### config.mk
export PLATFORM = sky130hd
export DESIGN_NAME = mss_channel
export DESIGN_NICKNAME = d
export VERILOG_FILES = /design/src/core/mss_channel.v
export VERILOG_INCLUDE_DIRS = /design/src /design/src/core
export SDC_FILE = /design/constraint.sdc
export NUM_CORES = 1
export LEC_CHECK = 0
export BUFFER_PORTS_ARGS = -buffer_cell sky130_fd_sc_hd__buf_2
export CAP_MARGIN = 20
export CORE_MARGIN = 2
export CORE_UTILIZATION = 45
export DETAILED_ROUTE_END_ITERATION = 16
export PLACE_DENSITY = 0.8
export RECOVER_POWER = 25
export SYNTH_ARGS = -nofsm -noshare
export SYNTH_HDL_FRONTEND = slang
export SYNTH_SLANG_ARGS = --single-unit
### constraint.sdc
create_clock -name i_clk -period 2.3 [get_ports i_clk]
set_clock_uncertainty 0.15 [all_clocks]
set_input_delay 0.345 -clock i_clk [delete_from_list [all_inputs] [get_ports i_clk]]
set_output_delay 0.345 -clock i_clk [all_outputs]
set_load 0.05 [all_outputs]
### src/core/mss_defines.vh
// Constants for the multimode synchronous serial channel.
`ifndef MSS_DEFINES_VH
`define MSS_DEFINES_VH
// Register byte offsets on the bus.
`define MSS_A_SREG 8'h00
`define MSS_A_SVA 8'h04
`define MSS_A_MODE 8'h08
`define MSS_A_BCTL 8'h0C
`define MSS_A_ITR 8'h10
`define MSS_A_PIN 8'h14
// Channel mode register fields.
`define MSS_M_EN 7
`define MSS_M_COI 6
`define MSS_M_WAKE 5
`define MSS_M_INT 4
`define MSS_M_LSB 3
`define MSS_M_SEL 2:0
// Operating mode codes.
`define MSS_MD_STOP 3'h0
`define MSS_MD_3W 3'h1
`define MSS_MD_SBI 3'h2
`define MSS_MD_2W 3'h3
`define MSS_MD_I2C 3'h4
// Bus control register fields.
`define MSS_B_BUSY_OUTPUT_ENABLE 7
`define MSS_B_BUSY 6
`define MSS_B_CLS 5:4
`define MSS_B_XFER 3
`define MSS_B_BUS_RELEASE_FLAG 2
// Interrupt timing register fields.
`define MSS_I_WAT 1:0
`define MSS_I_ACK 2
`define MSS_I_MASK 4
`define MSS_I_SIC 5
`define MSS_I_SCK 6
// Pin control register fields.
`define MSS_P_CLK 0
`define MSS_P_DAT 1
`define MSS_P_SELB 2
// Word classes.
`define MSS_C_DATA 2'h0
`define MSS_C_ADDR 2'h1
`define MSS_C_CMD 2'h2
// Bit counts and fixed values.
`define MSS_LAST8 4'h7
`define MSS_LAST9 4'h8
`define MSS_WAIT9 2'h3
`define MSS_ONES 8'hFF
`define MSS_RD_ZERO 32'h0000_0000
// Serial clock timing.
`define MSS_CLK_NS 10
`define MSS_HALF_NS 40
`endif

### src/core/mss_channel.v
// Multimode synchronous serial channel with a Wishbone register port.
//
// The implementer's own choices: the Wishbone interface to the registers and the placing of the registers.
`timescale 1ns/1ns
`include "mss_defines.vh"
module mss_channel (
  input wire i_clk, // System clock.
  input wire i_nrst, // Asynchronous reset, active low.
  input wire i_wb_cyc, // Bus cycle.
  input wire i_wb_stb, // Bus strobe.
  input wire i_wb_we, // Write enable.
  input wire [31:0] i_wb_adr, // Byte address.
  input wire [31:0] i_wb_dat, // Write data.
  input wire [3:0] i_wb_sel, // Byte enables.
  output wire o_wb_ack, // Bus acknowledge.
  output wire [31:0] o_wb_dat, // Read data.
  input wire i_serial_clock_pin, // Clock pin level.
  output wire o_serial_clock_pin, // Clock pin drive.
  output wire o_serial_clock_pin_oe, // Clock pin enable.
  input wire i_bus_data_line_a, // Line A level.
  output wire o_bus_data_line_a, // Line A drive.
  output wire o_bus_data_line_a_oe, // Line A enable.
  input wire i_bus_data_line_b, // Line B level.
  output wire o_bus_data_line_b, // Line B drive.
  output wire o_bus_data_line_b_oe, // Line B enable.
  output wire o_channel_interrupt_request // Interrupt pulse.
);

  // ==========================================================
  // Constants
  // ==========================================================
  // Half period of the internal serial clock in system cycles.
  localparam integer HALF_CYC =
    (`MSS_HALF_NS + `MSS_CLK_NS - 1) / `MSS_CLK_NS;
  localparam [7:0] HALF_M1 = HALF_CYC[7:0] - 8'h01; // Reload.

  // ==========================================================
  // Reset synchroniser
  // ==========================================================
  reg [1:0] rst_q; // Release shift chain.
  wire rst_n; // Synchronised reset, active low.

  // Releases reset two edges after the pin goes high.
  always @(posedge i_clk or negedge i_nrst) begin
    if (!i_nrst) begin
      rst_q <= 2'h0;
    end else begin
      rst_q <= {rst_q[0], 1'b1};
    end
  end
  assign rst_n = rst_q[1];

  // ==========================================================
  // Pin synchronisers
  // ==========================================================
  wire [2:0] pin_raw; // Clock, line A, line B.
  wire [2:0] pin_s; // Synchronised levels.
  wire [2:0] pin_p; // Levels one cycle earlier.
  genvar g;

  assign pin_raw = {i_bus_data_line_b, i_bus_data_line_a,
                    i_serial_clock_pin};

  // Two flops per pin, then one more flop for edge finding.
  generate
    for (g = 0; g < 3; g = g + 1) begin : g_sync
      reg m_q; // First stage, read only by the second.
      reg s_q; // Second stage.
      reg p_q; // Previous synchronised level.
      always @(posedge i_clk or negedge rst_n) begin
        if (!rst_n) begin
          m_q <= 1'b1;
          s_q <= 1'b1;
          p_q <= 1'b1;
        end else begin
          m_q <= pin_raw[g];
          s_q <= m_q;
          p_q <= s_q;
        end
      end
      assign pin_s[g] = s_q;
      assign pin_p[g] = p_q;
    end
  endgenerate

  // ==========================================================
  // Register address decode
  // ==========================================================
  // Returns a one-hot select for the six registers.
  function [5:0] dec;
    input [31:0] adr;
    begin
      case (adr[7:0])
        `MSS_A_SREG: dec = 6'h01;
        `MSS_A_SVA: dec = 6'h02;
        `MSS_A_MODE: dec = 6'h04;
        `MSS_A_BCTL: dec = 6'h08;
        `MSS_A_ITR: dec = 6'h10;
        `MSS_A_PIN: dec = 6'h20;
        default: dec = 6'h00;
      endcase
      if (adr[31:8] != 24'h00_0000) begin
        dec = 6'h00;
      end
    end
  endfunction

  // ==========================================================
  // State
  // ==========================================================
  reg ack_q; // Bus acknowledge.
  reg [31:0] rdat_q; // Bus read data.
  reg en_q; // Operation enable.
  reg coi_q; // Address coincidence flag.
  reg wake_q; // Wake-up enable.
  reg intclk_q; // Internal clock select.
  reg lsbf_q; // LSB first in 3-wire mode.
  reg [2:0] mode_q; // Operating mode.
  reg busy_output_enable_q; // Busy output enable.
  reg busy_q; // Busy state, holds the line low.
  reg bus_release_flag_q; // Bus release flag.
  reg [1:0] cls_q; // Class of the last word.
  reg [1:0] nxt_q; // Class of the next word.
  reg [1:0] wat_q; // Wait select bits.
  reg mask_q; // Address LSB mask.
  reg sic_q; // Interrupt cause select.
  reg ack9_q; // Level seen on the ninth clock.
  reg clat_q; // Software clock level latch.
  reg dlat_q; // Data output latch.
  reg lsel_q; // Use line B as the shared line.
  reg [7:0] sreg_q; // Serial shift register.
  reg [7:0] sva_q; // Slave address compare.
  reg xfer_q; // Transfer in progress.
  reg [3:0] cnt_q; // Serial clock counter.
  reg gen_q; // Internal clock level.
  reg [7:0] div_q; // Internal clock divider.
  reg irq_q; // Interrupt pulse.
  reg sck_o_q; // Clock pin drive.
  reg sck_oe_q; // Clock pin enable.
  reg a_oe_q; // Line A enable.
  reg b_o_q; // Line B drive.
  reg b_oe_q; // Line B enable.

  // ==========================================================
  // Decode and mode terms
  // ==========================================================
  wire req = i_wb_cyc & i_wb_stb & ~ack_q; // New request.
  wire [5:0] hit = dec(i_wb_adr); // Register select.
  wire wr = req & i_wb_we & i_wb_sel[0]; // Byte 0 write.
  wire [7:0] wd = i_wb_dat[7:0]; // Write byte.
  wire three = (mode_q == `MSS_MD_3W); // 3-wire mode.
  wire addressed_twoline_bus_mode = (mode_q == `MSS_MD_SBI); // Addressed bus.
  wire two = (mode_q == `MSS_MD_2W); // Software format.
  wire i2c = (mode_q == `MSS_MD_I2C); // I2C-style mode.
  wire shared = addressed_twoline_bus_mode | two | i2c; // One shared data line.
  // Stop mode or disable halts every transfer.
  wire run = en_q & (mode_q != `MSS_MD_STOP);
  wire eff_lsb = three & lsbf_q; // Others are MSB first.
  wire wake_eff = wake_q & ~sic_q & (addressed_twoline_bus_mode | i2c);
  // Nine clocks with both waits set in I2C.
  wire nine = i2c & (wat_q == `MSS_WAIT9);
  wire [3:0] last_cnt = nine ? `MSS_LAST9 : `MSS_LAST8;

  // ==========================================================
  // Serial clock edges
  // ==========================================================
  wire sck_s = pin_s[0]; // Clock pin level.
  wire din = (three | ~lsel_q) ? pin_s[1] : pin_s[2]; // In.
  wire din_p = (three | ~lsel_q) ? pin_p[1] : pin_p[2];
  wire tick = xfer_q & intclk_q & (div_q == 8'h00);
  // The selected clock is the only one reaching the shifter.
  wire rise = xfer_q & (intclk_q ? (tick & ~gen_q) :
                        (sck_s & ~pin_p[0]));
  wire fall = xfer_q & (intclk_q ? (tick & gen_q) :
                        (~sck_s & pin_p[0]));
  wire byte_done = rise & (cnt_q == `MSS_LAST8);
  wire word_end = rise & (cnt_q == last_cnt);

  // ==========================================================
  // Bus conditions and address compare
  // ==========================================================
  wire cond_hi = shared & run & sck_s & pin_p[0]; // Clock high.
  wire relstop = cond_hi & din & ~din_p; // Release or stop.
  wire startcmd = cond_hi & ~din & din_p; // Command or start.
  // Incoming bit enters at the far end from the outgoing one.
  wire [7:0] shin = eff_lsb ? {din, sreg_q[7:1]} :
                              {sreg_q[6:0], din};
  wire outbit = eff_lsb ? sreg_q[0] : sreg_q[7];
  // Compare the whole byte, or only the upper seven bits.
  wire m = mask_q ? (shin[7:1] == sva_q[7:1]) :
                    (shin == sva_q);
  wire is_addr = byte_done ? (nxt_q == `MSS_C_ADDR) :
                             (cls_q == `MSS_C_ADDR);
  wire coi_now = byte_done ? m : coi_q;
  // Word interrupt: every word, or only a matching address.
  wire irq_w = word_end & (~wake_eff | (is_addr & coi_now));
  wire irq_c = sic_q & relstop;
  wire go = wr & hit[0] & run; // Software start.
  // Wake-up receiver arms itself on release or start.
  wire arm = wake_eff & ~intclk_q & ~xfer_q &
             (addressed_twoline_bus_mode ? relstop : (i2c & startcmd));

  // ==========================================================
  // Bus slave
  // ==========================================================
  // Answers every request one cycle later, unmapped reads zero.
  always @(posedge i_clk or negedge rst_n) begin
    if (!rst_n) begin
      ack_q <= 1'b0;
      rdat_q <= `MSS_RD_ZERO;
    end else begin
      ack_q <= req;
      rdat_q <= `MSS_RD_ZERO;
      if (req) begin
        // Each register sits in the low byte of its word.
        case (1'b1)
          hit[0]: rdat_q[7:0] <= sreg_q;
          hit[1]: rdat_q[7:0] <= sva_q;
          hit[2]: rdat_q[7:0] <= {en_q, coi_q, wake_q,
                                  intclk_q, lsbf_q, mode_q};
          hit[3]: rdat_q[7:0] <= {busy_output_enable_q, busy_q, cls_q,
                                  xfer_q, bus_release_flag_q, 2'h0};
          hit[4]: rdat_q[7:0] <= {1'b0, sck_s, sic_q, mask_q,
                                  1'b0, ack9_q, wat_q};
          hit[5]: rdat_q[7:0] <= {5'h00, lsel_q, dlat_q,
                                  clat_q};
          default: rdat_q[7:0] <= 8'h00;
        endcase
      end
    end
  end
  assign o_wb_ack = ack_q;
  assign o_wb_dat = rdat_q;

  // ==========================================================
  // Control registers written by software
  // ==========================================================
  // Plain configuration fields with no hardware writer.
  always @(posedge i_clk or negedge rst_n) begin
    if (!rst_n) begin
      en_q <= 1'b0;
      wake_q <= 1'b0;
      intclk_q <= 1'b0;
      lsbf_q <= 1'b0;
      mode_q <= `MSS_MD_STOP;
      busy_output_enable_q <= 1'b0;
      wat_q <= 2'h0;
      mask_q <= 1'b0;
      sic_q <= 1'b0;
      clat_q <= 1'b1;
      lsel_q <= 1'b0;
      sva_q <= 8'h00;
    end else if (wr) begin
      if (hit[1]) begin
        sva_q <= wd;
      end
      if (hit[2]) begin
        en_q <= wd[`MSS_M_EN];
        wake_q <= wd[`MSS_M_WAKE];
        intclk_q <= wd[`MSS_M_INT];
        lsbf_q <= wd[`MSS_M_LSB];
        // A mode change while enabled is dropped.
        if (!en_q) begin
          mode_q <= wd[`MSS_M_SEL];
        end
      end
      if (hit[3]) begin
        busy_output_enable_q <= wd[`MSS_B_BUSY_OUTPUT_ENABLE];
      end
      if (hit[4]) begin
        wat_q <= wd[`MSS_I_WAT];
        mask_q <= wd[`MSS_I_MASK];
        sic_q <= wd[`MSS_I_SIC];
      end
      if (hit[5]) begin
        // Direct clock level for software formats.
        clat_q <= wd[`MSS_P_CLK];
        lsel_q <= wd[`MSS_P_SELB];
      end
    end
  end

  // ==========================================================
  // Shift engine, counter, flags and interrupt
  // ==========================================================
  // Later assignments win, so hardware events beat writes.
  always @(posedge i_clk or negedge rst_n) begin
    if (!rst_n) begin
      sreg_q <= 8'h00;
      xfer_q <= 1'b0;
      cnt_q <= 4'h0;
      gen_q <= 1'b1;
      div_q <= 8'h00;
      dlat_q <= 1'b1;
      coi_q <= 1'b0;
      busy_q <= 1'b0;
      bus_release_flag_q <= 1'b0;
      cls_q <= `MSS_C_DATA;
      nxt_q <= `MSS_C_DATA;
      ack9_q <= 1'b0;
      irq_q <= 1'b0;
    end else begin
      irq_q <= 1'b0;
      // Software sets the data latch directly when idle.
      if (wr & hit[5] & ~xfer_q) begin
        dlat_q <= wd[`MSS_P_DAT];
      end
      // A shift write loads the word and, when the channel runs, starts shifting.
      if (wr & hit[0]) begin
        sreg_q <= wd;
        busy_q <= 1'b0; // Busy enable stays as it is.
        if (go) begin
          xfer_q <= 1'b1;
          cnt_q <= 4'h0;
          gen_q <= 1'b1;
          div_q <= HALF_M1;
          dlat_q <= eff_lsb ? wd[0] : wd[7]; // First bit.
        end
      end
      // Wake-up reception needs no shift write.
      if (arm) begin
        sreg_q <= `MSS_ONES;
        xfer_q <= 1'b1;
        cnt_q <= 4'h0;
        dlat_q <= 1'b1;
      end
      // Internal clock divider toggles the clock level.
      if (xfer_q & intclk_q) begin
        if (tick) begin
          div_q <= HALF_M1;
          gen_q <= ~gen_q;
        end else begin
          div_q <= div_q - 8'h01;
        end
      end
      // Falling edge presents the next outgoing bit.
      if (fall & (cnt_q != 4'h0)) begin
        dlat_q <= (cnt_q == `MSS_LAST9) ? 1'b1 : outbit;
      end
      // Rising edge captures the incoming bit.
      if (rise) begin
        cnt_q <= cnt_q + 4'h1;
        if (cnt_q == `MSS_LAST9) begin
          ack9_q <= din; // Acknowledge slot.
        end else begin
          sreg_q <= shin;
        end
      end
      // Word classification at the end of each byte.
      if (byte_done & shared) begin
        cls_q <= nxt_q;
        nxt_q <= `MSS_C_DATA;
        if (nxt_q == `MSS_C_ADDR) begin
          // Address words select a slave first.
          coi_q <= m;
          if (!m) begin
            bus_release_flag_q <= 1'b0;
          end
        end
      end
      // Word end closes the transfer.
      if (word_end) begin
        xfer_q <= 1'b0;
        if (addressed_twoline_bus_mode) begin
          dlat_q <= 1'b1;
          busy_q <= busy_output_enable_q;
        end
        irq_q <= irq_w;
      end
      // Line conditions while the clock is high.
      if (relstop) begin
        nxt_q <= `MSS_C_ADDR;
        if (addressed_twoline_bus_mode) begin
          bus_release_flag_q <= 1'b1;
        end
        if (irq_c) begin
          irq_q <= 1'b1;
        end
      end
      if (startcmd) begin
        nxt_q <= addressed_twoline_bus_mode ? `MSS_C_CMD : `MSS_C_ADDR;
      end
      // Disable or stop mode abandons a transfer.
      if (!run) begin
        xfer_q <= 1'b0;
        busy_q <= 1'b0;
        gen_q <= 1'b1;
      end
    end
  end
  assign o_channel_interrupt_request = irq_q;

  // ==========================================================
  // Pin drivers
  // ==========================================================
  wire clk_lvl = (xfer_q & intclk_q) ? gen_q : clat_q;
  wire dlv = dlat_q & ~busy_q; // Busy pulls the line low.

  // Push-pull in 3-wire mode, open drain on shared lines.
  always @(posedge i_clk or negedge rst_n) begin
    if (!rst_n) begin
      sck_o_q <= 1'b0;
      sck_oe_q <= 1'b0;
      a_oe_q <= 1'b0;
      b_o_q <= 1'b0;
      b_oe_q <= 1'b0;
    end else begin
      // Internal clock appears on the pin.
      sck_o_q <= three & clk_lvl;
      sck_oe_q <= run & intclk_q & (three | ~clk_lvl);
      a_oe_q <= run & shared & ~lsel_q & ~dlv;
      b_o_q <= three & dlat_q;
      b_oe_q <= run & (three | (shared & lsel_q & ~dlv));
    end
  end
  assign o_serial_clock_pin = sck_o_q;
  assign o_serial_clock_pin_oe = sck_oe_q;
  assign o_bus_data_line_a = 1'b0;
  assign o_bus_data_line_a_oe = a_oe_q;
  assign o_bus_data_line_b = b_o_q;
  assign o_bus_data_line_b_oe = b_oe_q;

endmodule

After elaboration in Yosys (flattened, before gate mapping)
Index checks and enable logic that the tools add are counted.

storage, ports and cells
  bits in registers = 79
  latch bits = 0
  memory bits (writable) = 0
  ROM bits = 0
  bits of input ports = 76
  word-level logic and storage cells = 223
  memories kept = 0

operators by class
  $add $sub $neg = 2
  multipliers = 0
  divide/modulo/power cells = 0
  magnitude comparators = 0
  equality and inequality tests = 19
  shift operators = 0
  multiplexer cells = 68
  bitwise operators = 71
  reduce and logical (&&, ||, !) cells = 21

operators with widths
  operator             number
  $mux 8               14
  $and 1x1->1          49
  $mux 1               41
  $pmux 6 s6           1
  $reduce_bool 24->1   1
  $mux 4               5
  $reduce_and 2->1     10
  $eq 8x4->1 const B   2
  $eq 8x5->1 const B   2
  $logic_not 8->1      2
  $not 1->1            15
  $reduce_bool 3->1    4
  $eq 8x3->1 const B   1
  $eq 8x8->1           1
  $mux 2               4
  $ne 4x1->1 const B   2
  $sub 8x1->8 const B  1
  $eq 7x7->1           1
  $mux 7               1
  $or 1x1->1           7
  $eq 3x2->1 const B   2
  $mux 6               1
  $add 4x1->4 const B  1
  $eq 2x1->1 const B   2
  other kinds (10)     11

Longest topological paths before layout
  word-level depth = 15
  mapped depth = 9

Least setup slack after synthesis
OpenSTA, ideal clock, no wires.

  path type = register -> register
  from = register ack_q, in the netlist o_wb_ack
  to = register div_q[5]
  data arrival time = 1.946 ns
  data required time = 2.021 ns
  slack = 0.076 ns
  cell stages (with the launch flop) = 7
  buffers on the path = 0
  cells stage by stage = dfrtp_1 and3b_1 nand3_1 nor4_4 a21boi_1 o21ai_0 o31ai_1

between the ends
  cells in the longest elaborated chain, start to end = 8
  elaborated cells between the ends (all ways) = 9
  classes of those cells = bitwise (6); reduce/logical (3)

ends and longest elaborated chain
  what                                 line                                  text
  start, declared                      mss_channel.v:111                     reg ack_q;
  start signal, assigned               mss_channel.v:212                     ack_q <= req;
  $not 1->1 *                          mss_channel.v:147                     wire req = i_wb_cyc & i_wb_stb & ~ack_q;
  $and 1x1->1 *                        mss_channel.v:147
  net req                              mss_channel.v:147
  $and 1x1->1 * (2 in a row)           mss_channel.v:149                     wire wr = req & i_wb_we & i_wb_sel[0];
  $and 1x1->1 *                        mss_channel.v:198, mss_channel.v:309
  $and 1x1->1                          mss_channel.v:198                     wire go = wr & hit[0] & run;
  $reduce_bool 2->1 (no source line)   -
  $reduce_and 2->1 (no source line) *  -
  end signal, assigned                 mss_channel.v:333                     div_q <= div_q - 8'h01;
  end, declared                        mss_channel.v:136                     reg [7:0] div_q;

The timed path passes the listed nets; every way through them passes the cells marked *.
A chain may end at the register's enable or synchronous reset.

Worst setup path in the final report
  from = register mode_q[1]
  to = register cnt_q[2]

between the ends
  cells in the longest elaborated chain, start to end = 13
  elaborated cells between the ends (all ways) = 33
  classes of those cells = eq/ne (4); mux (5); bitwise (20); reduce/logical (4)

ends and longest elaborated chain
  what                                                                 line               text
  start, declared                                                      mss_channel.v:118  reg [2:0] mode_q;
  start signal, assigned                                               mss_channel.v:245  mode_q <= `MSS_MD_STOP;
  start signal, assigned                                               mss_channel.v:264  mode_q <= wd[`MSS_M_SEL];
  $eq 3x2->1 (no source line)                                          -
  $or 1x1->1 (2 in a row)                                              mss_channel.v:155  wire shared = addressed_twoline_bus_mode | two | i2c;
  $and 1x1->1 (3 in a row)                                             mss_channel.v:182  wire cond_hi = shared & run & sck_s & pin_p[0];
  $and 1x1->1 (2 in a row)                                             mss_channel.v:184  wire startcmd = cond_hi & ~din & din_p;
  $and 1x1->1                                                          mss_channel.v:201  (addressed_twoline_bus_mode ? relstop : (i2c & startcmd));
  $mux 1                                                               mss_channel.v:201
  $and 1x1->1                                                          mss_channel.v:200  wire arm = wake_eff & ~intclk_q & ~xfer_q &
  $reduce_bool 3->1 (no source line) / $mux 4 (equally long branches)  -
  $reduce_and 2->1 (no source line) / $mux 4 (equally long branches)   -
  end signal, assigned                                                 mss_channel.v:342  cnt_q <= cnt_q + 4'h1;
  end, declared                                                        mss_channel.v:134  reg [3:0] cnt_q;

Several ways; a longest one is shown, not always the timed one.

==> results.txt <==
Startpoint class of the critical path = register
CTS Root Cell = clkbuf_8
Sequential area share after synthesis = 44.1%
Avg Cell Area, Syn = 9.59 sq um
Via count = 4131
Power Density = 489 nW/um^2
Cells after Synth = 471
Slowest stage delay, CP = 490 ps
TNS Setup = 0 ps
Ys async rst share = 100%
Core Region = 9770 sq um
Total die area = 10900 sq um
Clock sink count = 79
Initial core utilization = 46.2%
Worst-margin pin slew = 1430 ps
Layout cells sized above 1 = 30.9%
RSZ-0062 raised after global routing = yes
Initial antenna violation count = 0
Comb power frac = 8.8%
Critical Path AT = 2350 ps
DP HPWL = 9.26 mm
Worst-case clock buffer depth = 2
Total grt overflow = 0
Final wirelength = 12.3 mm
TritonCTS clock tree = built
First-pass GRT wire length = 19.5 mm
Fmax achieved = 445 MHz
Cell variety after synth = 64
Worst Path Required = 2400 ps
Int Pwr = 1970 uW
Total track usage = 22.9%
Boundary Pins = 116
Die height = 104 um
Num rows = 36
Worst IR drop on VDD = 253 uV
Ys flop type = dfrtp_1
Port Buffers = 63
CP most frequent cell = buf_4
Initial DRC count = 457
Final setup viols = 0
Sw Ratio = 26.7%
Drt pass-1 iters = 5
DRC Markers = 0
Number of synthesized register bits = 79
DR vias/cell = 5.77
TritonCTS Buffers = 9
Area fraction of the dominant cell type after synthesis = 37.1%
GP Congestion = 0.922
Critical path's slowest cell = dfrtp_2
Net Sw Power = 717 uW
Synth top area cells = dfrtp_1 (37%), dfstp_2 (7.0%), mux2_2 (6.2%)
EDFF count, synth = 0
Antenna-violating nets left = 0
Reg power frac = 52.9%
Clk pwr share = 38.3%
Wirelength per Cell = 17.2 um
Type of the tightest min-delay check = primary input to register
Status = completed
CP max FO = 12
Final count of hold timing violations = 0
Largest net degree at the start of global routing = 36
Synthesized area = 4520 sq um
Slew Viols, Final = 0
Setup crit end kind = register
Max H-tree Level = 3
Max transition margin = 4.36%
Skew-Pair Late Insertion Delay = 370 ps
Worst-path cell chain = buf_4 > nor3b_2 > nor2_2 > a2111oi_1 > o21ai_0 > buf_4 > a31oi_1 > o22ai_1
Layout overhead on the synthesized area = 21.7%
Ys Warns = 0
Worst path bufs/invs = 2
Worst-path clk slew = 80 ps
Max-cap viol count = 0
Die X = 104 um
Vias in the first global route = 3950
Final net count = 658
CP delay by family, top = compound AO/OA/AOI/OAI gates
Min cycle time layout = 2250 ps
Number of antenna diodes = 0
Pleak = 0.00254 uW
WHS = 71.3 ps
Leading area contributor after synthesis = dfrtp_1
Final Cycle Share = 97.8%
Critical path type = register to register
kinds of logic after synthesis:
group	count (synthesis)	synth area share [%]
AO/OA/AOI/OAI	112	16.3
AND/OR/NAND/NOR	159	19.3
XOR/XNOR	5	0.969
multiplexers	39	9.61
flip-flops	79	44.1
adder cells (fa/ha/maj)	4	1.11
buffers and inverters	71	8.45
other	2	0.166
synthesized netlist by cell type (4+ instances only):
master and count:
a211oi_1 8, a21oi_1 22, a22oi_1 5, a31oi_1 7, and2_1 4, and3_1 8, buf_2 8, buf_4 26
clkbuf_1 7, dfrtp_1 67, dfstp_2 12, ha_1 4, inv_1 27, mux2_2 25, mux2i_1 13, nand2_1 27
nand2b_1 5, nand3_1 21, nand3b_1 4, nand4_1 6, nor2_1 33, nor2b_1 4, nor3_1 15, nor4_1 15
o211a_1 4, o21ai_0 27, o22ai_1 11, xnor2_1 5
worst paths after layout:
| kind | startpoint | end | slack (ps) | cells after the start |
|---|---|---|---|---|
| min | i_wb_dat[6] | sva_q[6] | 70 | 2 |
| min reg2reg | rst_q[0] | rst_q[1] | 210 | 0 |
| max reg2reg | mode_q[1] | cnt_q[2] | 50 | 8 |
| max | mode_q[1] | cnt_q[2] | 50 | 8 |
| max in group asynchronous | rst_q[1] | g_sync[0].m_q | 480 | 1 |
| min in group asynchronous | i_nrst | rst_q[0] | 130 | 2 |
state kept, by name, indices dropped and copies added (netlist names), 2 cells and up:
| signal | cells |
|---|---|
| sreg_q | 8 |
| g_sync.m_q | 3 |
| sva_q | 8 |
| o_wb_dat | 8 |
| g_sync.s_q | 3 |
| div_q | 8 |
| mode_q | 3 |
| g_sync.p_q | 3 |
| rst_q | 2 |
| cls_q | 2 |
| cnt_q | 4 |
| wat_q | 2 |
| nxt_q | 2 |
area by class of cell:
type / instances / area [sq um]
tap: 133 / 166
sequential: 79 / 2000
timing repair buffer: 115 / 739
clock buffer: 11 / 131
fill: 892 / 4280
clock inverter: 5 / 58.8
inverter: 28 / 105
multi-input combinational: 345 / 2300
per-stage QoR:
step                util (%)  power, uW  cell area (sq um)  setup slack, ps  cells
detailed placement      53.0       1680               5180             -101    693
global placement        53.0       1670               5180            -43.9    693
floorplan                  -       1620               4610             75.7    495
CTS                     55.5       2710               5420             27.5    713
finish                  56.2       2690               5500             50.6    716
global route            56.2       2800               5500            -14.4    716
power groups by stage:
stage / Sequential [uW] / Clock (uW) / Combinational, uW
2_1_floorplan: 1460 / 0 / 166
3_3_place_gp: 1450 / 0 / 224
3_5_place_dp: 1450 / 0 / 228
4_1_cts: 1420 / 1050 / 233
5_1_grt: 1430 / 1120 / 253
6_report: 1420 / 1030 / 236
what timing repair did:
item | 4_1_cts | 5_1_grt
gates resized for setup | 4 | 13
endpoints found under the setup margin | 5 | 22
buffers inserted | 0 | 3
pin swaps | 0 | 2
endpoints found under the hold margin | 5 | 0
cloned | 0 | 0
hold buffers | 4 | 0
metal layers:
layer	wire [um]	up-vias	track usage (%)
met5	0	-	0
met4	312	0	8.88
met3	1090	34	6.64
met2	5970	224	37.6
met1	4910	1984	28.6
li1	-	1889	-
cell usage in the layout, fill, tap and decap left out, types with 5 or more instances in the layout:
| master | instances |
|---|---|
| a22oi_1 | 5 |
| nor2_1 | 32 |
| a211oi_1 | 8 |
| o22ai_1 | 11 |
| mux2_2 | 25 |
| conb_1 | 26 |
| buf_4 | 45 |
| nor3_1 | 15 |
| dfstp_2 | 10 |
| xnor2_1 | 5 |
| nand4_1 | 6 |
| nand2_1 | 27 |
| dfrtp_1 | 64 |
| buf_2 | 62 |
| nor4_1 | 12 |
| and3_1 | 8 |
| o21ai_0 | 27 |
| a31oi_1 | 7 |
| nand3_1 | 20 |
| inv_1 | 27 |
| mux2i_1 | 12 |
| a21oi_1 | 22 |
| clkbuf_8 | 9 |
Note: power is estimated with default switching activity, not from simulation.
